`config.mk`:
```
export PLATFORM = sky130hd
export DESIGN_NAME = mbsc_core
export DESIGN_NICKNAME = d
export VERILOG_FILES = /design/src/verilog/mbsc_pkg.sv /design/src/verilog/mbsc_core.sv
export SDC_FILE = /design/constraint.sdc
export NUM_CORES = 1
export LEC_CHECK = 0
export BUFFER_PORTS_ARGS = -buffer_cell sky130_fd_sc_hd__buf_2
export CELL_PAD_IN_SITES_DETAIL_PLACEMENT = 1
export CELL_PAD_IN_SITES_GLOBAL_PLACEMENT = 1
export CORE_ASPECT_RATIO = 0.5
export CORE_MARGIN = 5
export CORE_UTILIZATION = 30
export CTS_CLUSTER_DIAMETER = 120
export DETAILED_ROUTE_END_ITERATION = 10
export PLACE_DENSITY_LB_ADDON = 0.1
export REMOVE_ABC_BUFFERS = 1
export SYNTH_ARGS = -nofsm -noshare
export SYNTH_HDL_FRONTEND = slang
export SYNTH_SLANG_ARGS = --single-unit
```
`constraint.sdc`:
```
create_clock -name i_sys_clk -period 4.4 [get_ports i_sys_clk]
set_input_delay 0.22 -clock i_sys_clk [delete_from_list [all_inputs] [get_ports i_sys_clk]]
set_output_delay 0.22 -clock i_sys_clk [all_outputs]
set_load 0.05 [all_outputs]
```
`src/verilog/mbsc_pkg.sv`:
```
// constants and types shared by the branch and system control unit
`default_nettype none
package mbsc_pkg;
  // ****************************************
  // operation codes presented by the decoder
  // ****************************************
  typedef enum logic [4:0] {
    MBSC_OP_NONE     = 5'h00,
    MBSC_OP_CEQ      = 5'h01,
    MBSC_OP_CNEQ     = 5'h02,
    MBSC_OP_TBIT_LO  = 5'h03,
    MBSC_OP_TBIT_HI  = 5'h04,
    MBSC_OP_INCSZ    = 5'h05,
    MBSC_OP_DECSZ    = 5'h06,
    MBSC_OP_CALL     = 5'h07,
    MBSC_OP_JUMP     = 5'h08,
    MBSC_OP_RETV     = 5'h09,
    MBSC_OP_RET      = 5'h0a,
    MBSC_OP_RETI     = 5'h0b,
    MBSC_OP_PCADD    = 5'h0c,
    MBSC_OP_GIE_ON   = 5'h0d,
    MBSC_OP_GIE_OFF  = 5'h0e,
    MBSC_OP_SYSHALT  = 5'h0f,
    MBSC_OP_CPUHALT  = 5'h10,
    MBSC_OP_SWRESET  = 5'h11,
    MBSC_OP_WDCLR    = 5'h12,
    MBSC_OP_IDXM     = 5'h13,
    MBSC_OP_OTHER    = 5'h14
  } mbsc_op_t;

  // ****************************************
  // execution sequencer states
  // ****************************************
  typedef enum logic [1:0] {
    MBSC_ST_EXEC  = 2'b00,
    MBSC_ST_EXTRA = 2'b01,
    MBSC_ST_HALT  = 2'b10
  } mbsc_state_t;

  // ****************************************
  // widths, reset values and limits
  // ****************************************
  localparam int          MBSC_PC_W       = 11;
  localparam int          MBSC_SP_W       = 8;
  localparam logic [7:0]  MBSC_SP_STEP    = 8'h02;
  localparam logic [7:0]  MBSC_BIT_RAM_HI = 8'h3f;
  localparam logic [10:0] MBSC_PC_RST     = 11'h000;
  localparam logic [7:0]  MBSC_SP_RST     = 8'h00;
  localparam logic [7:0]  MBSC_ACC_RST    = 8'h00;
  localparam int          MBSC_FLAG_Z     = 0;
  localparam int          MBSC_FLAG_C     = 1;
  localparam int          MBSC_FLAG_AC    = 2;
  localparam int          MBSC_FLAG_OV    = 3;
endpackage : mbsc_pkg
`default_nettype wire

```
`src/verilog/mbsc_core.sv`:
```
// execution unit for skip, flow and system control operations
`timescale 1ns/100ps
`default_nettype none

// Functional notes
// - equal compare skips next instruction when accumulator equals operand
// - not-equal compare skips next instruction when accumulator differs
// - compares set Z, C, AC, OV like accumulator minus operand
// - io bit test skips on low or high, flags kept
// - memory bit test skips on low or high, flags kept
// - increment writes back, sets four flags, skips on zero
// - decrement writes back, sets four flags, skips on zero
// - call stores pc plus one at sp, sp plus 2, loads target
// - jump loads any program address, flags kept
// - return with value loads accumulator then returns
// - return lowers sp by 2 and reloads pc from stack
// - interrupt return sets global enable after completing
// - computed jump sets pc to pc plus accumulator
// - interrupt-on sets global enable
// - interrupt-off clears global enable
// - system halt stops all clocks and oscillators
// - cpu halt gates cpu clock, oscillators keep running
// - software reset acts exactly like hardware reset
// - watchdog clear restarts watchdog count, flags kept
// - flow changes and indirect move take two cycles, others one
// - skip instructions take two cycles on skip, one otherwise
// - bit access to data ram limited to addresses 0x00 to 0x3f
module mbsc_core #(
  parameter int PC_W = 11,
  parameter int SP_W = 8
) (
  input  wire logic                 i_sys_clk,
  input  wire logic                 i_rst,
  input  wire logic                 i_instr_valid,
  input  wire mbsc_pkg::mbsc_op_t   i_op,
  input  wire logic                 i_use_mem,
  input  wire logic [7:0]           i_imm,
  input  wire logic [7:0]           i_mem_rdata,
  input  wire logic [7:0]           i_io_rdata,
  input  wire logic [7:0]           i_mem_addr,
  input  wire logic [2:0]           i_bit_sel,
  input  wire logic                 i_bit_io,
  input  wire logic [PC_W-1:0]      i_target,
  input  wire logic [PC_W-1:0]      i_stack_rdata,
  input  wire logic                 i_wake,
  output logic [PC_W-1:0]           o_pc,
  output logic [7:0]                o_acc,
  output logic [3:0]                o_flags,
  output logic [SP_W-1:0]           o_sp,
  output logic                      o_gie,
  output logic                      o_mem_we,
  output logic [7:0]                o_mem_wdata,
  output logic                      o_stack_we,
  output logic [PC_W-1:0]           o_stack_wdata,
  output logic                      o_busy,
  output logic                      o_suppress,
  output logic                      o_bit_addr_err,
  output logic                      o_sys_halt,
  output logic                      o_cpu_halt,
  output logic                      o_chip_reset,
  output logic                      o_wdt_clear
);
  import mbsc_pkg::*;

  // ****************************************
  // elaboration checks
  // ****************************************
  if (PC_W < 8 || PC_W > 16) begin : g_pc_chk
    $error("PC_W must lie between 8 and 16");
  end
  if (SP_W != 8) begin : g_sp_chk
    $error("SP_W must be 8");
  end

  // ****************************************
  // state record
  // ****************************************
  typedef struct packed {
    mbsc_state_t     st;
    logic [PC_W-1:0] pc;
    logic [7:0]      acc;
    logic [3:0]      flags;
    logic [SP_W-1:0] sp;
    logic            gie;
    logic            gie_pend;
    logic            mem_we;
    logic [7:0]      mem_wdata;
    logic            stack_we;
    logic [PC_W-1:0] stack_wdata;
    logic            suppress;
    logic            bit_err;
    logic            sys_halt;
    logic            cpu_halt;
    logic            chip_reset;
    logic            wdt_clear;
    logic            busy;        // second slot of a two-cycle operation
    logic            ret_pend;    // next slot loads pc from the stack port
    logic            wake_m;      // wake synchroniser, first stage
    logic            wake_s;      // wake synchroniser, second stage
  } mbsc_reg_t;

  mbsc_reg_t s_q;
  mbsc_reg_t s_d;

  // ****************************************
  // arithmetic helpers
  // ****************************************
  // flags of a - b, as a subtract would leave them
  function automatic logic [3:0] mbsc_sub_flags(input logic [7:0] a, input logic [7:0] b);
    logic [8:0] full;
    logic [4:0] low;
    logic [7:0] res;
    logic [3:0] f;
    full = {1'b0, a} - {1'b0, b};
    low  = {1'b0, a[3:0]} - {1'b0, b[3:0]};
    res  = full[7:0];
    f = 4'h0;
    f[MBSC_FLAG_Z]  = (res == 8'h00);
    f[MBSC_FLAG_C]  = full[8];
    f[MBSC_FLAG_AC] = low[4];
    f[MBSC_FLAG_OV] = (a[7] ^ b[7]) & (a[7] ^ res[7]);
    return f;
  endfunction : mbsc_sub_flags

  // flags of a + b
  function automatic logic [3:0] mbsc_add_flags(input logic [7:0] a, input logic [7:0] b);
    logic [8:0] full;
    logic [4:0] low;
    logic [7:0] res;
    logic [3:0] f;
    full = {1'b0, a} + {1'b0, b};
    low  = {1'b0, a[3:0]} + {1'b0, b[3:0]};
    res  = full[7:0];
    f = 4'h0;
    f[MBSC_FLAG_Z]  = (res == 8'h00);
    f[MBSC_FLAG_C]  = full[8];
    f[MBSC_FLAG_AC] = low[4];
    f[MBSC_FLAG_OV] = ~(a[7] ^ b[7]) & (a[7] ^ res[7]);
    return f;
  endfunction : mbsc_add_flags

  // ****************************************
  // operand selection
  // ****************************************
  logic [7:0] opnd;
  logic [7:0] src;
  logic [7:0] tbyte;
  logic       tbit;
  logic [7:0] inc_res;
  logic [7:0] dec_res;
  logic       bit_ok;
  logic [7:0] step_res;
  logic [3:0] step_flags;

  // compare operand is immediate or memory; inc/dec target is acc or memory
  always_comb begin
    opnd    = i_use_mem ? i_mem_rdata : i_imm;
    src     = i_use_mem ? i_mem_rdata : s_q.acc;
    tbyte   = i_bit_io ? i_io_rdata : i_mem_rdata;
    tbit    = tbyte[i_bit_sel];
    inc_res = src + 8'h01;
    dec_res = src - 8'h01;
    bit_ok  = i_bit_io || (i_mem_addr <= MBSC_BIT_RAM_HI);
    // one adder pair serves both step operations
    step_res   = (i_op == MBSC_OP_INCSZ) ? inc_res : dec_res;
    step_flags = (i_op == MBSC_OP_INCSZ) ? mbsc_add_flags(src, 8'h01)
                                         : mbsc_sub_flags(src, 8'h01);
  end

  // ****************************************
  // next state
  // ****************************************
  // one instruction per EXEC cycle; EXTRA covers the second cycle of
  // two-cycle operations and the suppressed slot after a skip
  always_comb begin
    s_d            = s_q;
    s_d.mem_we     = 1'b0;
    s_d.stack_we   = 1'b0;
    s_d.wdt_clear  = 1'b0;
    s_d.chip_reset = 1'b0;
    s_d.bit_err    = 1'b0;
    // wake comes from a pin: two stages before the sequencer looks at it
    s_d.wake_m     = i_wake;
    s_d.wake_s     = s_q.wake_m;
    case (s_q.st)
      MBSC_ST_EXEC: begin
        s_d.suppress = 1'b0;
        if (i_instr_valid) begin
          s_d.pc = s_q.pc + PC_W'(1);
          case (i_op)
            MBSC_OP_CEQ, MBSC_OP_CNEQ: begin
              s_d.flags = mbsc_sub_flags(s_q.acc, opnd);
              if ((s_q.acc == opnd) == (i_op == MBSC_OP_CEQ)) begin
                s_d.st       = MBSC_ST_EXTRA;
                s_d.suppress = 1'b1;
              end
            end
            MBSC_OP_TBIT_LO, MBSC_OP_TBIT_HI: begin
              // out-of-range ram bit address is flagged and never skips
              s_d.bit_err = ~bit_ok;
              if (bit_ok && (tbit == (i_op == MBSC_OP_TBIT_HI))) begin
                s_d.st       = MBSC_ST_EXTRA;
                s_d.suppress = 1'b1;
              end
            end
            MBSC_OP_INCSZ, MBSC_OP_DECSZ: begin
              s_d.flags = step_flags;
              if (i_use_mem) begin
                s_d.mem_we    = 1'b1;
                s_d.mem_wdata = step_res;
              end else begin
                s_d.acc = step_res;
              end
              if (step_res == 8'h00) begin
                s_d.st       = MBSC_ST_EXTRA;
                s_d.suppress = 1'b1;
              end
            end
            MBSC_OP_CALL: begin
              s_d.stack_we    = 1'b1;
              s_d.stack_wdata = s_q.pc + PC_W'(1);
              s_d.sp          = s_q.sp + MBSC_SP_STEP;
              s_d.pc          = i_target;
              s_d.st          = MBSC_ST_EXTRA;
            end
            MBSC_OP_JUMP: begin
              s_d.pc = i_target;
              s_d.st = MBSC_ST_EXTRA;
            end
            MBSC_OP_RETV, MBSC_OP_RET, MBSC_OP_RETI: begin
              if (i_op == MBSC_OP_RETV) begin
                s_d.acc = i_imm;
              end
              // the stack port shows the slot at the lowered pointer next cycle
              s_d.sp       = s_q.sp - MBSC_SP_STEP;
              s_d.gie_pend = (i_op == MBSC_OP_RETI);
              s_d.ret_pend = 1'b1;
              s_d.st       = MBSC_ST_EXTRA;
            end
            MBSC_OP_PCADD: begin
              s_d.pc = s_q.pc + PC_W'(s_q.acc);
              s_d.st = MBSC_ST_EXTRA;
            end
            MBSC_OP_IDXM: begin
              s_d.st = MBSC_ST_EXTRA;
            end
            MBSC_OP_GIE_ON:  s_d.gie = 1'b1;
            MBSC_OP_GIE_OFF: s_d.gie = 1'b0;
            MBSC_OP_SYSHALT: begin
              s_d.sys_halt = 1'b1;
              s_d.st       = MBSC_ST_HALT;
            end
            MBSC_OP_CPUHALT: begin
              s_d.cpu_halt = 1'b1;
              s_d.st       = MBSC_ST_HALT;
            end
            MBSC_OP_SWRESET: s_d.chip_reset = 1'b1;
            MBSC_OP_WDCLR:   s_d.wdt_clear  = 1'b1;
            default: ; // one-cycle operations handled elsewhere
          endcase
        end
      end
      MBSC_ST_EXTRA: begin
        // skipped slot: the fetched word is consumed with no effect
        if (s_q.suppress) begin
          s_d.pc = s_q.pc + PC_W'(1);
        end
        // the return address stands on the stack port in this slot
        if (s_q.ret_pend) begin
          s_d.pc = i_stack_rdata;
        end
        // enable rises only as the return completes, so a pending
        // request cannot re-enter before the old frame is unwound
        s_d.gie      = s_q.gie | s_q.gie_pend;
        s_d.gie_pend = 1'b0;
        s_d.ret_pend = 1'b0;
        s_d.suppress = 1'b0;
        s_d.st       = MBSC_ST_EXEC;
      end
      MBSC_ST_HALT: begin
        // only the synchronised wake restarts; oscillators live outside
        if (s_q.wake_s) begin
          s_d.sys_halt = 1'b0;
          s_d.cpu_halt = 1'b0;
          s_d.st       = MBSC_ST_EXEC;
        end
      end
      default: s_d.st = MBSC_ST_EXEC;
    endcase
    // busy marks the second slot only; a halt shows on its own flags
    s_d.busy = (s_d.st == MBSC_ST_EXTRA);
  end

  // ****************************************
  // reset image
  // ****************************************
  // whole record at reset; the wake stages start low so no false
  // wake follows reset
  function automatic mbsc_reg_t mbsc_rst_val();
    mbsc_reg_t v;
    v     = '0;
    v.st  = MBSC_ST_EXEC;
    v.pc  = PC_W'(MBSC_PC_RST);
    v.acc = MBSC_ACC_RST;
    v.sp  = SP_W'(MBSC_SP_RST);
    return v;
  endfunction : mbsc_rst_val

  // ****************************************
  // state register
  // ****************************************
  // synchronous reset; a software reset returns through i_rst, which
  // gives it exactly the hardware reset's effect
  always_ff @(posedge i_sys_clk) begin
    if (i_rst) begin
      s_q <= mbsc_rst_val();
    end else begin
      s_q <= s_d;
    end
  end

  // ****************************************
  // outputs
  // ****************************************
  // every output is a field of the record, so each leaves a flop
  assign o_pc           = s_q.pc;
  assign o_acc          = s_q.acc;
  assign o_flags        = s_q.flags;
  assign o_sp           = s_q.sp;
  assign o_gie          = s_q.gie;
  assign o_mem_we       = s_q.mem_we;
  assign o_mem_wdata    = s_q.mem_wdata;
  assign o_stack_we     = s_q.stack_we;
  assign o_stack_wdata  = s_q.stack_wdata;
  assign o_busy         = s_q.busy;
  assign o_suppress     = s_q.suppress;
  assign o_bit_addr_err = s_q.bit_err;
  assign o_sys_halt     = s_q.sys_halt;
  assign o_cpu_halt     = s_q.cpu_halt;
  assign o_chip_reset   = s_q.chip_reset;
  assign o_wdt_clear    = s_q.wdt_clear;
endmodule : mbsc_core
`default_nettype wire

```
# Word level (Yosys, flattened, before mapping)
# Cells that the tools add are included.
totals:
  regBits: 66
  in_bits: 68
  out_inout_bits: 60
classes:
  add_sub_neg: 12
  magnitude_cmp: 2
  eq_ne: 34
  mux: 44
  bitwise: 14
  reduce_logical: 32
op_table:
  columns: ["op", "count"]
  rows:
  - ["$mux W62", 1]
  - ["$mux W8", 6]
  - ["$pmux W11 S2", 2]
  - ["$eq A5 B4 Y1 const B", 8]
  - ["$logic_not A8 Y1", 4]
  - ["$pmux W8 S2", 2]
  - ["$mux W11", 2]
  - ["$eq A5 B3 Y1 const B", 4]
  - ["$eq A5 B5 Y1 const B", 4]
  - ["$mux W9", 2]
  - ["$reduce_and A3 Y1", 6]
  - ["$mux W1", 12]
  - ["$mux W12", 1]
  - ["$pmux W2 S2", 3]
  - ["$reduce_and A4 Y1", 3]
  - ["$add A11 B1 Y11 const B", 1]
  - ["$add A11 B8 Y11", 1]
  - ["$eq A5 B2 Y1 const B", 2]
  - ["$mux W2", 5]
  - ["$pmux W2 S5", 1]
  - ["$reduce_bool A2 Y1", 5]
  - ["$reduce_or A2 Y1", 5]
  - ["$add A8 B1 Y9 const B", 1]
  - ["$sub A8 B1 Y9 const B", 1]
  - ["other kinds (35)", 56]

# Logic depth before layout (Yosys ltp)
logic_depth:
  depth_word: 10
  mapped_depth: 15
  mapped_depth_nobuf: 12

# Worst setup path after synthesis
# OpenSTA, ideal clock, no wires.
synth_timing:
  path_type: "input -> register"
  from: "input i_use_mem"
  to: "register s_q (netlist bit o_flags[0])"
  setup_ns: 0.091
  t_arrival_ns: 3.036
  required_time_ns: 4.309
  slack_ns: 1.273
  stages: 14
  cell_sequence: "buf_4 buf_4 buf_1 mux2_2 ha_1 inv_1 fa_1 a21o_1 a21oi_1 nor2b_1 o21ai_0 a21oi_1 a2111o_1 a311oi_1"
synth_between:
  elab_chain_cells: 5
  word_cells_on_any_way: 10
synth_lines:
  columns: ["element", "line_no", "source"]
  rows:
  - ["start, declared", "mbsc_core.sv:36", "input wire logic i_use_mem,"]
  - ["$mux W8", "mbsc_core.sv:158", "src = i_use_mem ? i_mem_rdata : s_q.acc;"]
  - ["$sub A8 B1 Y9 or $add A8 B1 Y9 (tied branches)", "mbsc_core.sv:114, mbsc_core.sv:131", null]
  - ["$logic_not A8 Y1 (on tied branches)", "mbsc_core.sv:118, mbsc_core.sv:135", null]
  - ["$mux W4", "mbsc_core.sv:166", "step_flags = (i_op == MBSC_OP_INCSZ) ? mbsc_add_flags(src, 8'h01)"]
  - ["$pmux W4 S2 *", "mbsc_core.sv:190", "case (i_op)"]
  - ["end signal, assigned", "mbsc_core.sv:316", "s_q <= mbsc_rst_val();"]
  - ["end, declared", "mbsc_core.sv:102", "mbsc_reg_t s_q;"]
# Mark *: on every way between the ends. The rest lies on a longest branch, timed or not.
# A chain may end at the register's enable or synchronous reset.

# Worst setup path in the final report
layout_timing:
  from: "input i_op[2]"
  to: "register s_q[64] (netlist bit)"
layout_between:
  elab_chain_cells: 7
  word_cells_on_any_way: 31
layout_lines:
  columns: ["element", "line_no", "source"]
  rows:
  - ["start, declared", "mbsc_core.sv:35", "input wire mbsc_pkg::mbsc_op_t i_op,"]
  - ["$eq A5 B3 Y1 (on tied branches)", "mbsc_core.sv:165, mbsc_core.sv:190, mbsc_core.sv:201", null]
  - ["$mux W8 or $eq A1 B1 Y1 (tied branches)", "mbsc_core.sv:165, mbsc_core.sv:201", null]
  - ["$logic_not A8 Y1 or $logic_and A1 B1 Y1 (tied branches)", "mbsc_core.sv:214, mbsc_core.sv:201", null]
  - ["$mux W2 (on tied branches)", "mbsc_core.sv:214, mbsc_core.sv:201", null]
  - ["$pmux W2 S5 *", "mbsc_core.sv:190", null]
  - ["$mux W62 *", "mbsc_core.sv:188", "if (i_instr_valid) begin"]
  - ["$pmux W2 S2 *", "mbsc_core.sv:185", "case (s_q.st)"]
# Mark *: on every way between the ends. The rest lies on a longest branch, timed or not. The select of a mux whose other input is x is not followed.

==> impl_metrics.toml <==
[setup_path]
crit_type = "in2reg"
setup.worst_path.end_class = "flip-flop"
cp.arrival_ns = 3.65
cp.required_ns = 4.65
critPathMaxFanout = 19
worstRegToRegCells = 10
cp-start-kind = "input port"

[yosys]
yosysTopAreaCell = "dfxtp_1"
ys_ff_latch = 65
synth_cell_types = 68
ys_seq_area_share_pct = 24.0
synth_flop_cell = "dfxtp_1"
synth_cells = 704
syn_area_sq_um = 5420
ys_async_sr_fraction_pct = 0
synth_edf_count = 0
synth.top_cell.area_share_pct = 24.0
synth_commonest_cells = "nor2_1, dfxtp_1, nand2_1, buf_4, a21oi_1"
syn_area_per_cell_sq_um = 7.70
yosysWarnings = 0
synth_most_common_cell = "nor2_1"
synthTopCellsByArea = "dfxtp_1, buf_4, nor2_1"

[detailed_routing]
drt-pass1-iter-count = 5
wl_um = 19100
wl_per_cell_um = 19.2
drtIter0Drc = 209
antenna_left = 0
vias_per_cell = 5.26
dr_total_vias = 5223
drc = 0

[die]
die_area_sq_um = 21000
rows = 34
ioPinCount = 128
die_x_um = 200
start_util_pct = 30.9
core_sq_um = 17600
die_h_um = 105

[clock_tree]
cts_buffers = 9
clockBufferDepth = 2
cts_sinks = 65
cts_tree = "yes"
cts_setup_buffers = 0
post_cts_resized = 0
path_clk_slew_ns = 0.06
hold_buffers = 0
clk_latency_ns = 0.34
root_buffer = "clkbuf_16"
htree_levels = 3

[placement]
gp_congestion = 0.805
portBuffers = 120
place_area_sq_um = 5860
dp_hpwl_um = 14900

[timing]
drv_slew = 0
setup_viol = 0
period_share_pct = 77.4
rsz0062_at_grt = "false"
timing.slew.headroom_pct = 38.8
fin_tns_setup_ns = 0
finClkSkew_ns = 0.00730
hold_viol = 0
max_freq_mhz = 294
period_minus_slack_ns = 3.41
worst_pin_slew_ns = 0.916

[min_path]
hold_depth = 2
hold_path.class = "in2reg"

[finish]
num-fill-cells = 2198
finish.instance_area_sq_um = 6110
antenna_cells = 0
layout.nets = 855
synthToLayoutAreaGrowth_pct = 12.7
drive_gt1_share_pct = 21.2

[flow_run]
maxCapViolations = 0

[pwr]
leakage_uw = 0.00267
powerDensity_nw_per_um2 = 276
ir_drop_v = 0.000186

[grt]
grt_pass1_wl_um = 29800
overflow = 0
grt_start_max_net_pins = 48
antenna_found_initial = 0
grt_use_total_pct = 17.9
grt_pass1_vias = 5319

[outcome]
outcome = "finished clean"
==> metrics by stage <==
stage          hold slack, ns  setup slack [ns]  utilization, %  instances  power, uW
2_1_floorplan           0.289              1.47               -        615        890
3_3_place_gp            0.429             0.718            33.3        980       1040
3_5_place_dp            0.445             0.686            33.3        980       1050
4_1_cts                0.0963              1.01            34.8        993       1710
5_1_grt                 0.137             0.661            34.8        993       1780
6_report                0.101             0.995            34.8        993       1680
==> flip-flops by register name, indices dropped and copies added, names as in the netlist <==
name / count
o_acc: 8
o_bit_addr_err: 1
o_busy: 1
o_chip_reset: 1
o_cpu_halt: 1
o_flags: 4
o_gie: 1
o_mem_wdata: 8
o_mem_we: 1
o_pc: 11
o_sp: 7
o_stack_wdata: 11
o_stack_we: 1
o_suppress: 1
o_sys_halt: 1
o_wdt_clear: 1
s_d: 1
s_q: 5
==> final timing paths <==
kind | from | end | slack [ns]
hold / removal | i_wake | s_d[0]$_SDFF_PP0_ | 0.10
setup reg to reg | o_acc[2]$_SDFFE_PP0P_ | s_q[64]$_SDFF_PP0_ | 1.21
setup / recovery | i_op[2] | s_q[64]$_SDFF_PP0_ | 0.99
hold reg to reg | s_d[0]$_SDFF_PP0_ | s_q[0]$_SDFF_PP0_ | 0.44
==> layout by cell type, fill, tap and decap left out, types with 7 or more instances in the layout <==
master and n:
buf_2 120, nor2_1 97, dfxtp_1 65, nand2_1 62, a21oi_1 48, o21ai_0 31, mux2i_1 29, a211oi_1 27
ha_1 27, xor2_1 20, nand3_1 18, xnor2_1 15, inv_1 14, nor3_1 14, nor2b_1 12, buf_4 11
a21o_1 9, clkbuf_16 9, a22oi_1 8, o22ai_1 7, nand4_1 7, a31oi_1 7
==> cell families (layout without fill, tap and decap cells) <==
| logic type | Yosys count | count (layout) | share of synthesized area, % |
|---|---|---|---|
| and+or+nand+nor | 255 | 255 | 22.5 |
| xor gates and xnor gates | 35 | 35 | 5.66 |
| buffers and inverters | 105 | 160 | 11.1 |
| DFF | 65 | 65 | 24.0 |
| muxes | 37 | 37 | 8.06 |
| adders and majority gates | 30 | 30 | 7.34 |
| other | 1 | 1 | 0.0692 |
| AOI/OAI and AO/OA | 176 | 176 | 21.3 |
==> power by group <==
part / switching [uW] / leakage, uW / internal, uW
sequential: 23.9 / 0.000527 / 605
combinational: 260 / 0.00202 / 144
clock: 265 / 0.000124 / 387
==> worst max-delay path, cell delays in order <==
cell and delay, ns:
buf_2 0.26, or3b_1 0.54, nor2_8 0.28, inv_2 0.16
ha_1 0.37, a21oi_1 0.16, a2111oi_1 0.53, o311a_1 0.24
o311a_1 0.26, and3_4 0.22, nand4_1 0.14, a211oi_1 0.24
==> layer usage <==
| layer | GRT usage [%] | vias to the layer above | wire, um |
|---|---|---|---|
| met5 | 0 | - | 0 |
| met4 | 2.81 | 0 | 119 |
| met3 | 3.86 | 9 | 802 |
| met2 | 28.6 | 93 | 8570 |
| met1 | 25.4 | 2544 | 9590 |
| li1 | - | 2577 | - |
==> area by class of cell <==
cell class                      count  area [sq um]  area share (%)
Sequential cell                    65          1300            21.3
Clock inverter                      1          5.00          0.0820
Inverter                           16          60.1           0.983
Clock buffer                       12           246            4.04
Multi-Input combinational cell    534          3520            57.6
Timing Repair Buffer              131           683            11.2
Tap cell                          234           293            4.79
Note: power is estimated with default switching activity, not from simulation.
